<file path="src/include/sufc_pkg.sv">
// Package: register map, field layout and timing constants for sufc block
package sufc_pkg;
    // ------------------------------------------------------------
    // Register offsets
    // ------------------------------------------------------------
    localparam logic [7:0] ADDR_UNK_MCAST = 8'h84;
    localparam logic [7:0] ADDR_UNK_VID = 8'h85;
    localparam logic [7:0] ADDR_SELF_IPMC = 8'h86;
    localparam logic [7:0] ADDR_RATE_TAG = 8'h87;
    localparam logic [7:0] ADDR_CHIP_ID = 8'h89;
    localparam logic [7:0] ADDR_DSCP_BASE = 8'h90;
    localparam int DSCP_REGS = 16;
    localparam int DSCP_CODES = 64;
    // ------------------------------------------------------------
    // Field positions
    // ------------------------------------------------------------
    localparam int BIT_FWD_EN = 5;
    localparam int BIT_SELF_FILT = 6;
    localparam int BIT_QUEUE_EGR = 3;
    localparam int BIT_SRC_TAG = 2;
    localparam int POS_RL_PERIOD = 4;
    localparam int POS_REV = 4;
    // ------------------------------------------------------------
    // Reset values and write masks
    // ------------------------------------------------------------
    localparam logic [7:0] RST_UNK_MCAST = 8'h00;
    localparam logic [7:0] RST_UNK_VID = 8'h00;
    localparam logic [7:0] RST_SELF_IPMC = 8'h00;
    localparam logic [7:0] RST_RATE_TAG = 8'h10;
    localparam logic [7:0] RST_DSCP = 8'h00;
    localparam logic [7:0] WMASK_FWD = 8'h3f;
    localparam logic [7:0] WMASK_SELF_IPMC = 8'h7f;
    localparam logic [7:0] WMASK_RATE_TAG = 8'h3c;
    localparam logic [7:0] WMASK_DSCP = 8'hff;
    // ------------------------------------------------------------
    // Port map codes
    // ------------------------------------------------------------
    localparam logic [3:0] MAP_FILTER = 4'h0;
    localparam logic [3:0] MAP_PORT1 = 4'h1;
    localparam logic [3:0] MAP_PORT2 = 4'h2;
    localparam logic [3:0] MAP_BOTH = 4'h3;
    localparam logic [3:0] MAP_ALL = 4'hf;
    localparam logic [4:0] MAP_RESERVED = 5'h01;
    // ------------------------------------------------------------
    // Rate-limit periods
    // ------------------------------------------------------------
    localparam int PERIOD_16_MS = 16;
    localparam int PERIOD_64_MS = 64;
    localparam int PERIOD_256_MS = 256;
    localparam int CLK_HZ = 20_000_000;
    localparam int CYC_PER_MS = CLK_HZ / 1000;

    // Decoded forward decision of one frame class
    typedef struct packed {
        logic fwd_en;
        logic filter;
        logic reserved;
        logic [3:0] port_mask;
    } sufc_fwd_s;
endpackage : sufc_pkg

</file>
<file path="src/hdl/sufc_regs.sv">
// Unknown-frame forwarding, self filter, rate-limit and DSCP registers
// Operation
// Unknown multicast forwarding follows its port map only while bit 5 is set.
// Unknown multicast map: 00000 filters, 00001 reserved, bit 0 ignored, 1111x all ports.
// Unknown VLAN-ID forwarding follows its port map only while bit 5 is set.
// Unknown VLAN-ID map uses the same decode: 0001x port 1, 0010x port 2, 0011x both.
// Unknown IP multicast forwarding follows its own map only while bit 5 is set.
// Unknown IP multicast map decodes zero as filter, 00001 reserved, 1111x all.
// Bit 6 enables dropping frames whose address matches the switch address.
// The self-address compare is done at egress against the six address bytes.
// Rate period 00 is 16 ms, 01 is 64 ms, 1x is 256 ms, reset value 01.
// Bit 3 picks per-port (0, reset) or per-queue (1) egress rate limiting.
// Bit 2 makes tag insertion follow per-source settings, else the global bit.
// Identification register shows a fixed read-only revision in bits 7-4.
// Every one of the 64 six-bit codes owns its own two-bit priority field.
// Code 0x03 takes its priority from bits 7-6 of the first table register.
// Bits 1-0, 3-2, 5-4 of each table register serve codes 4n, 4n+1, 4n+2.
// Reserved bits ignore writes and read defaults; fields reset to defaults.
`timescale 1ns/1ps
`default_nettype none
module sufc_regs #(
    parameter logic [3:0] REVISION = 4'h9 // Arbitrary neutral value
) (
    input wire logic i_ref_clk,
    input wire logic i_rst_n,
    input wire logic [7:0] i_addr,
    input wire logic i_wr,
    input wire logic [7:0] i_wdata,
    output logic [7:0] o_rdata,
    input wire logic [5:0] i_tos_code,
    output logic [1:0] o_tos_priority,
    input wire logic [47:0] i_self_mac,
    input wire logic [47:0] i_frame_da,
    output logic o_self_drop,
    output sufc_pkg::sufc_fwd_s o_unk_mcast,
    output sufc_pkg::sufc_fwd_s o_unk_vid,
    output sufc_pkg::sufc_fwd_s o_unk_ipmc,
    output logic [8:0] o_rl_period_ms,
    output logic [23:0] o_rl_period_cyc,
    output logic o_queue_egress_rl,
    output logic o_src_port_tag_sel
);
    // ------------------------------------------------------------
    // Storage
    // ------------------------------------------------------------
    logic [7:0] unk_mcast_q;
    logic [7:0] unk_vid_q;
    logic [7:0] self_ipmc_q;
    logic [7:0] rate_tag_q;
    logic [7:0] dscp_q [sufc_pkg::DSCP_REGS];
    logic [7:0] rdata_q;

    wire logic wr_mcast = i_wr && (i_addr == sufc_pkg::ADDR_UNK_MCAST);
    wire logic wr_vid = i_wr && (i_addr == sufc_pkg::ADDR_UNK_VID);
    wire logic wr_self = i_wr && (i_addr == sufc_pkg::ADDR_SELF_IPMC);
    wire logic wr_rate = i_wr && (i_addr == sufc_pkg::ADDR_RATE_TAG);
    wire logic [3:0] dscp_idx = i_addr[3:0];
    wire logic dscp_hit = (i_addr[7:4] == sufc_pkg::ADDR_DSCP_BASE[7:4]);

    // ------------------------------------------------------------
    // Control registers, reserved bits masked
    // ------------------------------------------------------------
    always_ff @(posedge i_ref_clk or negedge i_rst_n) begin
        if (!i_rst_n) begin
            unk_mcast_q <= sufc_pkg::RST_UNK_MCAST;
            unk_vid_q <= sufc_pkg::RST_UNK_VID;
            self_ipmc_q <= sufc_pkg::RST_SELF_IPMC;
            rate_tag_q <= sufc_pkg::RST_RATE_TAG;
        end else begin
            if (wr_mcast) begin
                unk_mcast_q <= i_wdata & sufc_pkg::WMASK_FWD;
            end
            if (wr_vid) begin
                unk_vid_q <= i_wdata & sufc_pkg::WMASK_FWD;
            end
            if (wr_self) begin
                self_ipmc_q <= i_wdata & sufc_pkg::WMASK_SELF_IPMC;
            end
            if (wr_rate) begin
                rate_tag_q <= (i_wdata & sufc_pkg::WMASK_RATE_TAG);
            end
        end
    end

    // ------------------------------------------------------------
    // Priority table, one register per four codes
    // ------------------------------------------------------------
    genvar g;
    generate
        for (g = 0; g < sufc_pkg::DSCP_REGS; g++) begin : g_dscp
            always_ff @(posedge i_ref_clk or negedge i_rst_n) begin
                if (!i_rst_n) begin
                    dscp_q[g] <= sufc_pkg::RST_DSCP;
                end else if (i_wr && dscp_hit && dscp_idx == 4'(g)) begin
                    dscp_q[g] <= i_wdata & sufc_pkg::WMASK_DSCP;
                end
            end
        end
    endgenerate

    // Full decode: upper code bits pick register, low two pick field
    wire logic [7:0] dscp_sel = dscp_q[i_tos_code[5:2]];
    wire logic [2:0] fld_lsb = {i_tos_code[1:0], 1'b0};
    assign o_tos_priority = dscp_sel[fld_lsb +: 2];

    // ------------------------------------------------------------
    // Read path, registered
    // ------------------------------------------------------------
    wire logic [7:0] id_val = {REVISION, 4'h0};
    logic [7:0] rd_mux;
    always_comb begin
        rd_mux = 8'h00;
        case (i_addr)
            sufc_pkg::ADDR_UNK_MCAST: rd_mux = unk_mcast_q;
            sufc_pkg::ADDR_UNK_VID: rd_mux = unk_vid_q;
            sufc_pkg::ADDR_SELF_IPMC: rd_mux = self_ipmc_q;
            sufc_pkg::ADDR_RATE_TAG: rd_mux = rate_tag_q;
            sufc_pkg::ADDR_CHIP_ID: rd_mux = id_val;
            default: begin
                if (dscp_hit) begin
                    rd_mux = dscp_q[dscp_idx];
                end
            end
        endcase
    end

    always_ff @(posedge i_ref_clk or negedge i_rst_n) begin
        if (!i_rst_n) begin
            rdata_q <= 8'h00;
        end else begin
            rdata_q <= rd_mux;
        end
    end
    assign o_rdata = rdata_q;

    // ------------------------------------------------------------
    // Port map decode shared by the three frame classes
    // ------------------------------------------------------------
    function automatic sufc_pkg::sufc_fwd_s decode_map(input logic [7:0] r);
        sufc_pkg::sufc_fwd_s f;
        f = '0;
        f.fwd_en = r[sufc_pkg::BIT_FWD_EN];
        f.reserved = (r[4:0] == sufc_pkg::MAP_RESERVED);
        // Bit 0 ignored, so only bits 4:1 steer the ports
        // Only all zeros, or a clear bit 5, filters; the reserved code 00001 steers nowhere
        f.filter = (r[4:0] == {sufc_pkg::MAP_FILTER, 1'b0}) || !f.fwd_en;
        case (r[4:1])
            sufc_pkg::MAP_PORT1: f.port_mask = 4'b0001;
            sufc_pkg::MAP_PORT2: f.port_mask = 4'b0010;
            sufc_pkg::MAP_BOTH: f.port_mask = 4'b0011;
            sufc_pkg::MAP_ALL: f.port_mask = 4'b1111;
            default: f.port_mask = 4'b0000;
        endcase
        // Disabled feature never steers frames
        if (!f.fwd_en) begin
            f.port_mask = 4'b0000;
        end
        return f;
    endfunction : decode_map

    assign o_unk_mcast = decode_map(unk_mcast_q);
    assign o_unk_vid = decode_map(unk_vid_q);
    assign o_unk_ipmc = decode_map({2'b00, self_ipmc_q[5:0]});

    // ------------------------------------------------------------
    // Self-address filter, used by egress
    // ------------------------------------------------------------
    wire logic self_en = self_ipmc_q[sufc_pkg::BIT_SELF_FILT];
    assign o_self_drop = self_en && (i_frame_da == i_self_mac);

    // ------------------------------------------------------------
    // Rate limiting and tag selection
    // ------------------------------------------------------------
    wire logic [1:0] rl_sel = rate_tag_q[sufc_pkg::POS_RL_PERIOD +: 2];
    logic [8:0] period_ms;
    always_comb begin
        period_ms = 9'(sufc_pkg::PERIOD_256_MS);
        case (rl_sel)
            2'b00: period_ms = 9'(sufc_pkg::PERIOD_16_MS);
            2'b01: period_ms = 9'(sufc_pkg::PERIOD_64_MS);
            default: period_ms = 9'(sufc_pkg::PERIOD_256_MS);
        endcase
    end
    assign o_rl_period_ms = period_ms;
    assign o_rl_period_cyc = 24'(period_ms * sufc_pkg::CYC_PER_MS);
    assign o_queue_egress_rl = rate_tag_q[sufc_pkg::BIT_QUEUE_EGR];
    assign o_src_port_tag_sel = rate_tag_q[sufc_pkg::BIT_SRC_TAG];

    // ------------------------------------------------------------
    // Elaboration checks
    // ------------------------------------------------------------
    // Table must give every code its own field
    if (sufc_pkg::DSCP_REGS * 4 != sufc_pkg::DSCP_CODES) begin : g_bad_table
        $error("Priority table does not cover every code");
    end
    if (REVISION == 4'h0) begin : g_bad_rev
        $error("Revision code must be nonzero");
    end
endmodule : sufc_regs
`default_nettype wire

</file>
<file path="config.mk">
export PLATFORM = sky130hd
export DESIGN_NAME = sufc_regs
export DESIGN_NICKNAME = d
export VERILOG_FILES = /design/src/include/sufc_pkg.sv /design/src/hdl/sufc_regs.sv
export SDC_FILE = /design/constraint.sdc
export NUM_CORES = 1
export LEC_CHECK = 0
export ABC_AREA = 1
export BUFFER_PORTS_ARGS = -buffer_cell sky130_fd_sc_hd__buf_2
export CORE_MARGIN = 2
export CORE_UTILIZATION = 50
export DETAILED_ROUTE_END_ITERATION = 12
export PLACE_DENSITY = 0.74
export SYNTH_ARGS = -nofsm -noshare
export SYNTH_HDL_FRONTEND = slang
export SYNTH_SLANG_ARGS = --single-unit
</file>
<file path="constraint.sdc">
create_clock -name i_ref_clk -period 2.4 [get_ports i_ref_clk]
set_clock_uncertainty 0.05 [all_clocks]
set_input_delay 0.48 -clock i_ref_clk [delete_from_list [all_inputs] [get_ports i_ref_clk]]
set_output_delay 0.48 -clock i_ref_clk [all_outputs]
set_load 0.1 [all_outputs]
</file>
==> results of run 1 <==
## layer usage
metal	GRT usage	part of all wire	vias to the layer above	wire length, um
met5	0	0	-	0
met4	0.113	0.038	0	1170
met3	0.0680	0.10	93	3140
met2	0.502	0.46	564	14300
met1	0.404	0.40	4369	12300
li1	-	-	4538	-
## worst max-delay path by stage
| stage | slack, ns | startpoint | cells after the start | to |
|---|---|---|---|---|
| 5_1_grt | -0.02 | rate_tag_q[4] | 6 | o_rl_period_cyc[21] |
| 2_1_floorplan | -0.45 | rate_tag_q[4] | 5 | o_rl_period_cyc[19] |
| 6_report | 0.03 | rate_tag_q[4] | 6 | o_rl_period_cyc[21] |
| 3_3_place_gp | 0.04 | i_tos_code[2] | 13 | o_tos_priority[1] |
| 4_1_cts | 0.001 | unk_vid_q[1] | 5 | o_unk_vid[0] |
| 3_5_place_dp | 0.03 | i_tos_code[2] | 13 | o_tos_priority[1] |
## cell families (layout without fill, tap and decap cells)
kind of cell             count (synthesis)  count (layout)
AO/OA/AOI/OAI                          231             231
XOR/XNOR                                21              21
adder cells (fa/ha/maj)                  4               4
buffers and inverters                  187             326
flip-flops                             159             159
other                                    1              18
AND/OR/NAND/NOR                        715             715
## flip-flops by register name, indices dropped and copies added, names as in the netlist
| name | count |
|---|---|
| dscp_q | 128 |
| o_rdata | 8 |
| self_ipmc_q | 7 |
| unk_mcast_q | 6 |
| unk_vid_q | 6 |
| rate_tag_q | 4 |
## per-stage QoR
step / area (sq um) / TNS [ns] / hold slack, ns
2_1_floorplan: 9530 / -1.15 / 0.134
3_3_place_gp: 10700 / 0 / 0.398
3_5_place_dp: 10700 / 0 / 0.394
4_1_cts: 11200 / 0 / 0.229
5_1_grt: 11400 / -0.0158 / 0.271
6_report: 11400 / 0 / 0.235
## layout make-up
class	count	area [sq um]	area share
Inverter	92	358	0.0313
Clock buffer	20	467	0.0408
Timing Repair Buffer	203	1500	0.131
Multi-Input combinational cell	988	4770	0.417
Sequential cell	159	3980	0.348
Antenna cell	1	2.50	0.000219
Tap cell	229	287	0.0250
Clock inverter	11	82.6	0.00721
## layout by cell type, fill, tap and decap left out, drive strengths merged
master / synthesis / final
xor2: 4 / 4
o21ai: 173 / 173
conb: 1 / 17
ha: 4 / 4
clkinv: 1 / 8
o22ai: 14 / 14
a22oi: 32 / 32
buf: 59 / 193
o211ai: 2 / 2
nor3: 9 / 9
o41ai: 1 / 1
o32ai: 1 / 1
nor4: 2 / 2
a21oi: 5 / 5
a211oi: 1 / 1
xnor2: 17 / 17
nor2: 49 / 49
dfstp: 1 / 1
nand2: 519 / 519
o221ai: 1 / 1
nand3: 113 / 113
inv: 91 / 93
clkbuf: 36 / 29
clkinvlp: 0 / 2
diode: 0 / 1
nand4: 21 / 21
o31ai: 1 / 1
or2: 2 / 2
dfrtp: 158 / 158
dlygate4sd3: 0 / 1
## what timing repair did
item                                    4_1_cts  5_1_grt
gates cloned                                  0        4
setup buffers                                 1        2
hold buffers                                  1        0
hold endpoints to repair                     39        0
gates resized for setup                       4       32
pin swaps                                     1        7
endpoints found under the setup margin        7       18
## where the power goes
group          total (mW)  internal [mW]  switching (mW)
clock network        2.56           1.41            1.15
registers            2.93           2.81           0.115
logic                1.75          0.459            1.29
## worst max-delay path, cell delays in order (launching register included)
cell and delay [ns]:
dfstp_2 0.56, inv_2 0.06, nor2_4 0.16, buf_4 0.15, ha_1 0.20, nor2_4 0.04, buf_4 0.22
==> summary.md, run 1 <==
| Metric | Value |
|---|---|
| RSZ-0062 raised after global routing | `true` |
| LEAKAGE | `5.60 nW` |
| I/O Buffers | `170` |
| Total Wirelength | `30.9 mm` |
| Post-layout minimum cycle time | `2.37 ns` |
| Initial core utilization | `0.514` |
| CTS tree | `done` |
| Post-synth top flop | `dfrtp_1` |
| Synth Cell Area | `9320 sq um` |
| Hold Path Depth | `3` |
| Endpoint class of the critical path | `output port` |
| FF-to-FF path depth | `6` |
| DIE AREA | `19,700 sq um` |
| Top-area cell type share of the netlist area | `0.424` |
| Multiplexer share of the synthesized area | `0` |
| Mean Syn Cell Area | `7.07 sq um` |
| FFs w/ async S/R, synth | `1.00` |
| Pwr Density | `632 nW/um^2` |
| Final antenna-violating net count | `0` |
| Fillers | `1,617` |
| Ys Warns | `0` |
| Fin util | `0.631` |
| Worst-Skew Late Latency | `0.44 ns` |
| Synth top area cells | `dfrtp_1 (42%), nand2_1 (20%), o21ai_0 (7.6%)` |
| Register area share after synthesis | `0.427` |
| # IOs | `188` |
| Post-synthesis xor/xnor area fraction | `0.0197` |
| Via-to-Cell Ratio | `5.62` |
| Max Clock Freq | `422 MHz` |
| CP startpoint kind | `flop` |
| Total Power | `7.24 mW` |
| Pin count of the biggest net entering global routing | `50` |
| Relative slew slack | `0.452` |
| Syn Inst Count | `1,318` |
| Final Hold Vio Count | `0` |
| Outcome | `finished, final reports clean` |
| Core footprint | `18,100 sq um` |
| CP required | `1.87 ns` |
| Worst-case clock buffer depth | `2` |
| Tightest Pin Transition | `0.821 ns` |
| Most instantiated cells after synthesis | `nand2_1 (506), dfrtp_1 (158), o21ai_0 (142), nand3_1 (113), inv_1 (87)` |
| Hold EP | `self_ipmc_q[6]` |
| Layout Nets | `1,586` |
| R2R setup slack | `0.82 ns` |
| Vias in the first global route | `8,671` |
| H-tree lvl count | `4` |
| Die Ht | `141 um` |
| CP arrival | `1.84 ns` |
| First drt pass iteration count | `8` |
| Capture point of the worst reg-to-reg path | `o_rdata[6]` |
| Avg WL per Cell | `18.2 um` |
| Max-slew violations | `0` |
| Post-synthesis compound-gate area fraction | `0.137` |
| Synth cell types | `37` |
| Setup violators final | `0` |
| FF+latch count, synth | `159` |
| Setup WS pre-CTS | `0.0304 ns` |
| Dpl cells | `1,663` |
| Die width | `141 um` |
| Clock sinks | `159` |
| Grt ovf | `0` |
| Initial DRC Count | `927` |
| Final cell count without fillers | `1,703` |
| CTS Buf Count | `17` |
| Hold/Removal Path Class | `in -> reg` |
| Post-synth EDFFs | `0` |
| Final GP Congestion | `0.945` |
| Critical path peak fanout | `4` |
| Layout cells sized above 1 | `0.204` |
| Min-delay src | `i_wdata[6]` |
| Final period utilization | `0.987` |
| Placement Rows | `49` |
| Max-cap viol count | `0` |
| Total number of vias | `9,564` |
| Worst setup path category | `reg -> out` |
| Worst-path clk slew | `0.06 ns` |
| Largest family of logic cells by synthesized area | `simple AND/OR/NAND/NOR gates` |
| Initial antenna violation count | `2` |
| Root Driver | `clkbuf_16` |
| Launching point of the worst reg2reg path | `dscp_q[30]` |
| VDD IR max | `0.000583 V` |
| Simple-gate area share of the yosys netlist | `0.321` |
| Residual DRC count | `0` |
| Top-count cell post-synth | `nand2_1` |
| Largest area contributor in the netlist | `dfrtp_1` |
| Final WS setup | `0.0322 ns` |
| GRT Total Usage | `0.307` |
| First-pass GRT wire length | `47.0 mm` |
| Hpwl dp | `21.0 mm` |
| Adder-cell share of the synthesized area | `0.00537` |
| Synthesis-to-layout area growth | `22.8%` |
Note: power is estimated with default switching activity, not from simulation.
==> inputs of run 2 (changes only) <==
- SETUP_SLACK_MARGIN: unset -> 0.2
==> summary.md, run 2 (same netlist as run 1, synthesis figures left out) <==
| Metric | Value |
|---|---|
| Layout cells sized above 1 | `0.273 (was 0.204)` |
| Endpoint class of the critical path | `output port (unchanged)` |
| H-tree lvl count | `4 (unchanged)` |
| Residual DRC count | `0 (unchanged)` |
| Pin count of the biggest net entering global routing | `47 (was 50)` |
| Final cell count without fillers | `1,730 (was 1,703)` |
| Max-cap viol count | `0 (unchanged)` |
| Most common cell after layout, fill and taps aside | `nand2_1 (unchanged)` |
| Post-layout minimum cycle time | `2.38 ns (was 2.37 ns)` |
| R2R setup slack | `0.86 ns (was 0.82 ns)` |
| Hold/Removal Path Class | `in -> reg (unchanged)` |
| Initial DRC Count | `890 (was 927)` |
| # IOs | `188 (unchanged)` |
| Via-to-Cell Ratio | `5.72 (was 5.62)` |
| Commonest non-fill, non-tap cells in the layout | `nand2_1 (475), dfrtp_1 (157), o21ai_0 (140) (was nand2_1 (502), dfrtp_1 (157), buf_2 (149))` |
| I/O Buffers | `170 (unchanged)` |
| Worst-path clk slew | `0.07 ns (was 0.06 ns)` |
| Worst setup path category | `reg -> out (unchanged)` |
| Final period utilization | `0.991 (was 0.987)` |
| Avg WL per Cell | `18.5 um (was 18.2 um)` |
| Final Hold Vio Count | `0 (unchanged)` |
| Layout Nets | `1,612 (was 1,586)` |
| Final antenna-violating net count | `0 (unchanged)` |
| Critical path peak fanout | `5 (was 4)` |
| Total Wirelength | `32.1 mm (was 30.9 mm)` |
| Max Clock Freq | `420 MHz (was 422 MHz)` |
| CTS Buf Count | `17 (unchanged)` |
| DIE AREA | `19,700 sq um (unchanged)` |
| Initial antenna violation count | `2 (unchanged)` |
| Total number of vias | `9,902 (was 9,564)` |
| First-pass GRT wire length | `50.0 mm (was 47.0 mm)` |
| Die Ht | `141 um (unchanged)` |
| Tightest Pin Transition | `0.814 ns (was 0.821 ns)` |
| Max FFs per register | `128 (unchanged)` |
| First drt pass iteration count | `9 (was 8)` |
| Relative slew slack | `0.457 (was 0.452)` |
| RSZ-0062 raised after global routing | `true (unchanged)` |
| Pwr Density | `624 nW/um^2 (was 632 nW/um^2)` |
| Core footprint | `18,100 sq um (unchanged)` |
| Initial core utilization | `0.514 (unchanged)` |
| Setup violators final | `0 (unchanged)` |
| CP required | `1.87 ns (about the same)` |
| Dpl cells | `1,673 (was 1,663)` |
| LEAKAGE | `6.00 nW (was 5.60 nW)` |
| Root Driver | `clkbuf_16 (unchanged)` |
| Vias in the first global route | `9,387 (was 8,671)` |
| Worst-case clock buffer depth | `2 (unchanged)` |
| Worst-Skew Late Latency | `0.44 ns (about the same)` |
| Synthesis-to-layout area growth | `32.1% (was 22.8%)` |
| VDD IR max | `0.000517 V (was 0.000583 V)` |
| Final GP Congestion | `0.981 (was 0.945)` |
| Outcome | `finished, final reports clean (unchanged)` |
| DP Area | `10,700 sq um (about the same)` |
| Hpwl dp | `21.3 mm (was 21.0 mm)` |
| Die width | `141 um (unchanged)` |
| CP arrival | `1.85 ns (was 1.84 ns)` |
| Reg with most FFs | `dscp_q (unchanged)` |
| Max-slew violations | `0 (unchanged)` |
| Clock sinks | `159 (unchanged)` |
| Grt ovf | `0 (unchanged)` |
| CTS tree | `done (unchanged)` |
| Placement Rows | `49 (unchanged)` |
| CP startpoint kind | `flop (unchanged)` |
| Final instance area | `12,300 sq um (was 11,400 sq um)` |
| GRT Total Usage | `0.326 (was 0.307)` |
-- run 2: changes by cell type in the layout (fill, tap and decap cells not counted), sizes merged --
cell / before / now
clkbuf: 29 / 18
clkinvlp: 2 / 4
buf: 193 / 227
bufinv: 0 / 2
-- run 2: layout make-up --
class	count	area, sq um
Fill cell	1513	5840
Multi-Input combinational cell	988	5140
Sequential cell	159	3980
Timing Repair Buffer	229	1950
Clock buffer	17	425
Inverter	92	367
Tap cell	229	287
Clock inverter	15	161
Antenna cell	1	2.50
-- run 2: stage by stage --
stage           util  total power, mW  hold WS [ns]  worst slack [ns]  setup TNS, ns
2_1_floorplan      -             4.21         0.134            -0.426          -1.05
3_3_place_gp   0.591             4.65         0.400          -0.00155       -0.00155
3_5_place_dp   0.591             4.67         0.398         0.0000677              0
4_1_cts        0.657             7.54         0.244            0.0469              0
5_1_grt        0.678             7.95         0.263           -0.0464        -0.0672
6_report       0.678             7.68         0.242            0.0207              0
-- run 2: worst paths after layout --
check                                       to     startpoint  cells past startpoint
min                             self_ipmc_q[0]     i_wdata[0]                      3
min reg2reg                         dscp_q[12]     dscp_q[12]                      2
min in group asynchronous           dscp_q[16]        i_rst_n                      2
max reg2reg                         o_rdata[7]      dscp_q[7]                      6
max in group asynchronous          dscp_q[100]        i_rst_n                      3
max                        o_rl_period_cyc[19]  rate_tag_q[4]                      6
-- run 2: power by group --
| group | leakage [nW] | internal [mW] | total, mW | switching, mW |
|---|---|---|---|---|
| Clock | 0.282 | 1.54 | 2.72 | 1.17 |
| Combinational | 3.60 | 0.641 | 2.02 | 1.38 |
| Sequential | 2.12 | 2.81 | 2.94 | 0.123 |
-- run 2: what timing repair did --
item	4_1_cts	5_1_grt
pin swaps	43	35
setup endpoints to repair	30	31
hold buffers	1	0
resized for setup	112	91
hold endpoints to repair	40	0
cloned	5	0
buffers inserted	10	8
-- run 2: worst max-delay path, cell delays in order, from the launching register on --
cell,delay (ns)
dfstp_2,0.56
inv_4,0.04
nor2_4,0.17
inv_2,0.08
ha_4,0.29
clkinvlp_4,0.09
buf_12,0.17
-- run 2: routing by layer --
| layer | global-route usage | vias to the layer above | routed length, um |
|---|---|---|---|
| met5 | 0 | - | 18 |
| met4 | 0.148 | 2 | 1290 |
| met3 | 0.0735 | 119 | 3080 |
| met2 | 0.531 | 591 | 15300 |
| met1 | 0.416 | 4597 | 12400 |
| li1 | - | 4593 | - |
